===== src/verilog/progmem_access_pkg.sv =====
/*
  Shared constants for the program memory self-read controller:
  register offsets, field positions, reset values and widths.
  Assumes a 32-bit APB register bus with one byte register per aligned word.
*/
package progmem_access_pkg;

  // Register byte offsets on the APB bus
  localparam logic [7:0] data_low_offset = 8'h00;
  localparam logic [7:0] data_high_offset = 8'h04;
  localparam logic [7:0] address_low_offset = 8'h08;
  localparam logic [7:0] address_high_offset = 8'h0C;
  localparam logic [7:0] access_control_offset = 8'h10;
  localparam logic [7:0] unlock_port_offset = 8'h14;

  // Field widths of the word and address registers
  localparam int data_high_width = 6;
  localparam int address_high_width = 3;
  localparam int word_width = 14;
  localparam int address_width = 13;

  // Access control field positions
  localparam int ctrl_fixed_one_bit = 7;
  localparam int ctrl_permit_bit = 2;
  localparam int ctrl_write_bit = 1;
  localparam int ctrl_read_bit = 0;

  // Reset values
  localparam logic [7:0] data_low_reset = 8'h00;
  localparam logic [5:0] data_high_reset = 6'h00;
  localparam logic [7:0] address_low_reset = 8'h00;
  localparam logic [2:0] address_high_reset = 3'h0;

  // Timing: clock cycles that make one processor instruction cycle
  localparam int clocks_per_instruction = 4;

  // Implemented program memory: 2K words
  localparam int memory_words = 2048;

  // Controller states
  typedef enum logic [1:0] {
    idle_state,
    skip_state,
    access_state,
    write_state
  } control_state_type;

endpackage : progmem_access_pkg


===== src/verilog/program_memory_self_read_ctrl.sv =====
/*
  Program memory self-read controller, APB register slave.
  Holds the address and data byte registers and the access control register;
  starts a one-cycle program word fetch in the second instruction cycle after
  the read trigger, and write cycles gated by the write permit bit.
  Assumes the flash array answers a fetch within one instruction cycle and
  signals write completion with a same-clock pulse; the processor core
  discards its instruction while instr_discard is high.
*/
`timescale 1ns/10ps
`default_nettype none

module program_memory_self_read_ctrl
  import progmem_access_pkg::*;
#(
  parameter int instr_clocks = progmem_access_pkg::clocks_per_instruction, // Clocks per instr
  parameter int mem_words = progmem_access_pkg::memory_words // Implemented words
)
(
  input wire logic pclk, // APB clock, 125 MHz
  input wire logic presetn, // Asynchronous reset, active low
  input wire logic psel, // APB select
  input wire logic penable, // APB access phase
  input wire logic pwrite, // APB direction, high for write
  input wire logic [7:0] paddr, // APB byte address
  input wire logic [31:0] pwdata, // APB write data
  output logic [31:0] prdata, // APB read data
  output logic pready, // APB ready
  output logic pslverr, // APB error on unmapped address
  output logic [$clog2(mem_words)-1:0] mem_address, // Flash word address
  output logic mem_read, // Flash fetch strobe, access cycle
  input wire logic [progmem_access_pkg::word_width-1:0] mem_read_data, // Fetched word
  output logic mem_write, // Flash write start pulse
  output logic [progmem_access_pkg::word_width-1:0] mem_write_data, // Word to store
  input wire logic mem_write_done, // Flash write finished pulse
  output logic instr_discard, // Core discards current instruction
  output logic instr_tick // Last clock of each instruction cycle
);

  import progmem_access_pkg::*;

  localparam int mem_address_width = $clog2(mem_words);
  localparam int tick_width = $clog2(instr_clocks + 1);

  // Register storage
  logic [7:0] data_low; // Low data byte
  logic [data_high_width-1:0] data_high; // High data bits
  logic [7:0] address_low; // Low address byte
  logic [address_high_width-1:0] address_high; // High address bits
  logic store_permit; // Write permit bit
  logic write_trigger; // Write in progress bit
  logic read_trigger; // Fetch in progress bit

  // Sequencing
  control_state_type state; // Controller state
  logic [tick_width-1:0] tick_count; // Instruction cycle divider
  logic tick; // One-clock end of instruction cycle
  logic skip_more; // Setting instruction has not ended yet

  // Bus decode
  logic setup_phase; // APB setup cycle
  logic write_access; // APB write takes effect
  logic known_address; // Address hits a register
  logic [7:0] read_mux; // Byte selected for read
  logic [address_width-1:0] full_address; // Thirteen-bit word address

  assign setup_phase = psel && !penable;
  assign write_access = psel && penable && pready && pwrite;
  // The two top address bits are not implemented and stay zero
  assign full_address = {2'h0, address_high, address_low};

  // Instruction cycle divider: one-cycle enable at the end of each cycle
  always_ff @(posedge pclk or negedge presetn)
  begin
    if (!presetn)
    begin
      tick_count <= '0;
      tick <= 1'b0;
    end
    else if (tick_count == tick_width'(instr_clocks - 1))
    begin
      tick_count <= '0;
      tick <= 1'b1;
    end
    else
    begin
      tick_count <= tick_count + tick_width'(1);
      tick <= 1'b0;
    end
  end

  // Tick presented to the core from its flop
  always_ff @(posedge pclk or negedge presetn)
  begin
    if (!presetn)
      instr_tick <= 1'b0;
    else
      instr_tick <= (tick_count == tick_width'(instr_clocks - 1));
  end

  // Read mux; unimplemented bits read as zero, bit 7 of control reads one
  always_comb
  begin
    read_mux = 8'h00;
    known_address = 1'b1;
    unique case (paddr)
      data_low_offset: read_mux = data_low;
      data_high_offset: read_mux = {2'b00, data_high};
      address_low_offset: read_mux = address_low;
      address_high_offset: read_mux = {5'b0_0000, address_high};
      access_control_offset:
      begin
        read_mux[ctrl_fixed_one_bit] = 1'b1;
        read_mux[ctrl_permit_bit] = store_permit;
        read_mux[ctrl_write_bit] = write_trigger;
        read_mux[ctrl_read_bit] = read_trigger;
      end
      unlock_port_offset: read_mux = 8'h00;
      default: known_address = 1'b0;
    endcase
  end

  // APB answer: zero wait, data and error prepared in the setup cycle
  always_ff @(posedge pclk or negedge presetn)
  begin
    if (!presetn)
    begin
      prdata <= 32'h0000_0000;
      pslverr <= 1'b0;
      pready <= 1'b0;
    end
    else
    begin
      pready <= 1'b1;
      if (setup_phase)
      begin
        prdata <= {24'h00_0000, read_mux};
        pslverr <= !known_address;
      end
    end
  end

  // Address registers, software only
  always_ff @(posedge pclk or negedge presetn)
  begin
    if (!presetn)
    begin
      address_low <= address_low_reset;
      address_high <= address_high_reset;
    end
    else if (write_access)
    begin
      // Software is expected to finish both bytes before the trigger
      if (paddr == address_low_offset)
        address_low <= pwdata[7:0];
      if (paddr == address_high_offset)
        address_high <= pwdata[address_high_width-1:0];
    end
  end

  // Data registers: loaded by a completed fetch, otherwise by software
  always_ff @(posedge pclk or negedge presetn)
  begin
    if (!presetn)
    begin
      data_low <= data_low_reset;
      data_high <= data_high_reset;
    end
    else if (state == access_state && tick)
    begin
      // Fetch wins over a software write landing on the same edge
      data_low <= mem_read_data[7:0];
      data_high <= mem_read_data[word_width-1:8];
    end
    else if (write_access)
    begin
      // Otherwise a software write loads the addressed byte
      if (paddr == data_low_offset)
        data_low <= pwdata[7:0];
      if (paddr == data_high_offset)
        data_high <= pwdata[data_high_width-1:0];
    end
  end

  // Write permit, plain read and write bit, clear at power-up
  always_ff @(posedge pclk or negedge presetn)
  begin
    if (!presetn)
      store_permit <= 1'b0;
    else if (write_access && paddr == access_control_offset)
      store_permit <= pwdata[ctrl_permit_bit];
  end

  // Controller: trigger bits, fetch timing and write cycles
  always_ff @(posedge pclk or negedge presetn)
  begin
    if (!presetn)
    begin
      state <= idle_state;
      read_trigger <= 1'b0;
      write_trigger <= 1'b0;
      skip_more <= 1'b0;
    end
    else
    begin
      unique case (state)
        idle_state:
        begin
          // Zeros written to the triggers do nothing; only a one acts
          if (write_access && paddr == access_control_offset)
          begin
            if (pwdata[ctrl_read_bit])
            begin
              read_trigger <= 1'b1;
              // Mid-instruction trigger must first see its own instruction end
              skip_more <= !tick;
              state <= skip_state;
            end
            else if (pwdata[ctrl_write_bit] && store_permit)
            begin
              write_trigger <= 1'b1;
              state <= write_state;
            end
          end
        end
        skip_state:
        begin
          // First following instruction runs normally
          if (tick)
          begin
            if (skip_more)
              skip_more <= 1'b0; // Setting instruction ends here
            else
              state <= access_state;
          end
        end
        access_state:
        begin
          // Word captured at the end of the stolen cycle
          if (tick)
          begin
            read_trigger <= 1'b0;
            state <= idle_state;
          end
        end
        write_state:
        begin
          // A running write cannot be aborted by software
          if (mem_write_done)
          begin
            write_trigger <= 1'b0;
            state <= idle_state;
          end
        end
      endcase
    end
  end

  // Flash side: address, fetch strobe and discard for the stolen cycle
  always_ff @(posedge pclk or negedge presetn)
  begin
    if (!presetn)
    begin
      mem_address <= '0;
      mem_read <= 1'b0;
      instr_discard <= 1'b0;
    end
    else
    begin
      // Only the implemented 2K words are addressed
      mem_address <= full_address[mem_address_width-1:0];
      if (tick)
      begin
        // Steal the cycle once the first following instruction has ended
        mem_read <= state == skip_state && !skip_more;
        instr_discard <= state == skip_state && !skip_more;
      end
    end
  end

  // Write start pulse with the word to store
  always_ff @(posedge pclk or negedge presetn)
  begin
    if (!presetn)
    begin
      mem_write <= 1'b0;
      mem_write_data <= '0;
    end
    else
    begin
      mem_write <= state == idle_state && write_access &&
                   paddr == access_control_offset && !pwdata[ctrl_read_bit] &&
                   pwdata[ctrl_write_bit] && store_permit;
      mem_write_data <= {data_high, data_low};
    end
  end

endmodule // program_memory_self_read_ctrl

`default_nettype wire

===== config.mk =====
export PLATFORM = sky130hd
export DESIGN_NAME = program_memory_self_read_ctrl
export DESIGN_NICKNAME = d
export VERILOG_FILES = /design/src/verilog/progmem_access_pkg.sv /design/src/verilog/program_memory_self_read_ctrl.sv
export SDC_FILE = /design/constraint.sdc
export NUM_CORES = 1
export LEC_CHECK = 0
export BUFFER_PORTS_ARGS = -buffer_cell sky130_fd_sc_hd__buf_4
export CAP_MARGIN = 25
export CELL_PAD_IN_SITES_DETAIL_PLACEMENT = 0
export CELL_PAD_IN_SITES_GLOBAL_PLACEMENT = 1
export CORE_UTILIZATION = 34
export CTS_CLUSTER_DIAMETER = 150
export CTS_CLUSTER_SIZE = 14
export DETAILED_ROUTE_END_ITERATION = 10
export GPL_TIMING_DRIVEN = 0
export PLACE_DENSITY = 0.88
export RECOVER_POWER = 25
export SYNTH_ARGS = -nofsm -noshare
export SYNTH_HDL_FRONTEND = slang
export SYNTH_SLANG_ARGS = --single-unit

===== constraint.sdc =====
create_clock -name pclk -period 1.4 [get_ports pclk]
set_input_delay 0.14 -clock pclk [delete_from_list [all_inputs] [get_ports pclk]]
set_output_delay 0.14 -clock pclk [all_outputs]
set_load 0.05 [all_outputs]

==> qor.yml <==
required_ns: 1.63
final_cell_mix: "buf_4 (96), dfrtp_1 (70), nor2_1 (27)"
ys_seq_area_share_pct: 56.05
synth-simple-area-share_pct: 13.55
period_needed_ns: 1.485
rows: 35
synthAdderAreaFrac_pct: 0.3893
gp_congestion: 0.7823
crit_path_max_fanout: 4
cp_slowest_cell: "dfrtp_2"
cts_tree: "yes"
final_common_cell: "buf_4"
end_kind: "flip-flop"
vias_per_cell: 4.742
outcome: "finished with violations"
setup_slack_ns: -0.08533
route.vias.total: 2385
die_h_um: 99.23
max_stage_delay_ns: 0.37
synth-edff-count: 0
leakage_uw: 0.002205
slew_violations: 0
grt_pass1_vias: 2337
wl_um: 7484
fin_crit_sh_pct: 106.1
ys.flop_type: "dfrtp_1"
p_sw_uw: 1274
hold_path_class: "in -> reg"
htree_levels: 3
die_x_um: 99.23
startpoint_type: "flip-flop"
ios: 123
cp_cell_sequence: "and4_4 > nand4_1 > nor2_4 > buf_6 > mux2_4"
synth_mux_area_share_pct: 11.87
place_ws_ns: -0.3750
max_slew.worst_pin.slew_ns: 0.8740
antenna_found_initial: 0
n_antenna_cell: 0
synth_xor_area_share_pct: 0
synth_cells: 272
power_density_mw_per_mm2: 1027
synth_area_mm2: 0.003214
grt_overflow: 0
rsz0062_at_grt: "yes"
drc: 0
path_class: "reg -> reg"
firstDrtPassIters: 4
wl_per_cell_um: 14.88
nets: 448
grt_max_degree: 73
hpwlAfterDp_um: 5214
layout-drive-gt1-share_pct: 41.33
clkPwrFrac_pct: 36.1
cap_violations: 0
hold_violations: 0
root_buffer: "clkbuf_8"
ys_types: 44
syn_area_per_cell_um2: 11.82
ys_seq_elements: 72
whs_ns: 0.02731
instances_no_fill: 503
max_freq_mhz: 673.3
cts_sinks: 72
fin_skew_ns: 0.007630
switching_share_pct: 28.62
postRouteAntennaNets: 0
slew_headroom_pct: 41.74
coreArea_mm2: 0.009196
drtIter0Drc: 119
seqPwrFrac_pct: 48.9
path_delay_family: "simple AND/OR/NAND/NOR gates"
fin_util_pct: 47.13
violations: "setup timing"
grt_first_pass_wirelength_um: 11810
yosys_warnings: 0
numCtsBuffers: 9
synth_top_family_by_area: "simple AND/OR/NAND/NOR gates"
synth_compound_area_share_pct: 8.447
intPower_uw: 3178
crit_buf_inv: 1
async_reset_ff_share_pct: 100.0
initial_core_util_pct: 34.95
clk_pin_slew_ns: 0.08
cts_max_path_buffers: 2
worst_ep_arrival_time_ns: 1.71
setup_viol: 13
syn_to_final_growth_pct: 34.84
grtUsageTotal_pct: 15.92
tns_ns: -0.6458
clk_latency_ns: 0.34
irDropWorstVdd_mv: 0.4667
placedCellCount: 477
combPwrFrac_pct: 15.0
port_buffers: 71
rrSetupSlack_ns: -0.09
dieArea_mm2: 0.009847
-- area by class of cell --
cell class / count / area, um^2
Inverter: 4 / 15.01
Sequential cell: 72 / 1804
Buffer: 36 / 275.3
Multi-Input combinational cell: 181 / 1277
Clock buffer: 9 / 123.9
Tap cell: 111 / 138.9
Timing Repair Buffer: 83 / 628.1
Fill cell: 855 / 4862
Clock inverter: 7 / 71.32
-- power groups by stage --
stage | Combinational, uW | Sequential [uW] | Clock [uW]
final | 669 | 2180 | 1610
after global routing | 710 | 2180 | 1730
after CTS | 669 | 2180 | 1640
after detailed placement | 660 | 2220 | 0
after global placement | 657 | 2210 | 0
after floorplan | 311 | 2330 | 0
-- cells by family (layout without fill, tap and decap cells) --
family / count (synthesis) / after routing
other cells: 2 / 25
buf+inv: 42 / 139
compound gates: 46 / 46
mux: 35 / 35
simple gates: 74 / 74
flops: 72 / 72
fa+ha+maj: 1 / 1
-- flip-flops by register name, summed over array words and instances (netlist names) --
signal          count
skip_more           1
mem_write           1
prdata              8
read_trigger        1
data_low            8
tick_count          3
pslverr             1
address_low         8
instr_discard       1
pready              1
mem_address        11
instr_tick          1
write_trigger       1
state               2
data_high           6
store_permit        1
address_high        3
mem_write_data     14
-- synth_stat cells (3+ instances only) --
cell       n  share of area [%]
dfrtp_1   72                 56
nor2_1    27                3.2
mux2i_1   19                5.9
buf_4     25                5.8
o21ai_0    7                1.1
nor3_1     6               0.93
mux2_2    13                4.6
clkbuf_8   3                1.3
a31oi_1    7                1.4
nand3_1    4               0.62
inv_1      4               0.47
a21oi_1   22                3.4
mux2_4     3                1.4
nand3b_1   4               0.93
nor2b_1    5               0.97
clkbuf_1   7               0.82
nand2_1   10                1.2
-- per-layer routing --
layer | track usage [%] | up-vias | share of wire [%]
li1 | - | 1129 | -
met1 | 19.85 | 1156 | 43
met2 | 25.05 | 89 | 48
met3 | 4.708 | 11 | 7.1
met4 | 8.371 | 0 | 2.2
met5 | 0 | - | 0
-- path summary, 6_finish.rpt --
| check | startpoint | to | depth (start not counted) |
|---|---|---|---|
| worst min register to register | data_low[3] | mem_write_data[3] | 0 |
| max in group asynchronous | presetn | instr_tick | 2 |
| worst min-delay path | pwdata[0] | mem_write | 2 |
| worst max register to register | pready | address_low[7] | 5 |
| worst max-delay path | pready | address_low[7] | 5 |
| min in group asynchronous | presetn | mem_write_data[6] | 2 |
-- stage by stage --
| step | cell area (um^2) | total power [uW] |
|---|---|---|
| floorplan | 3312 | 2646 |
| global placement | 3984 | 2870 |
| detailed placement | 3984 | 2877 |
| CTS | 4307 | 4481 |
| global route | 4334 | 4617 |
| finish | 4334 | 4452 |
-- repair_timing --
item / in CTS / in global routing
setup buffers: 8 / 3
pin swaps: 6 / 6
hold buffers: 1 / 0
endpoints found under the hold margin: 72 / 0
cloned: 0 / 0
resized for setup: 16 / 12
setup endpoints to repair: 25 / 29
Power figures use the tool's default switching activity.
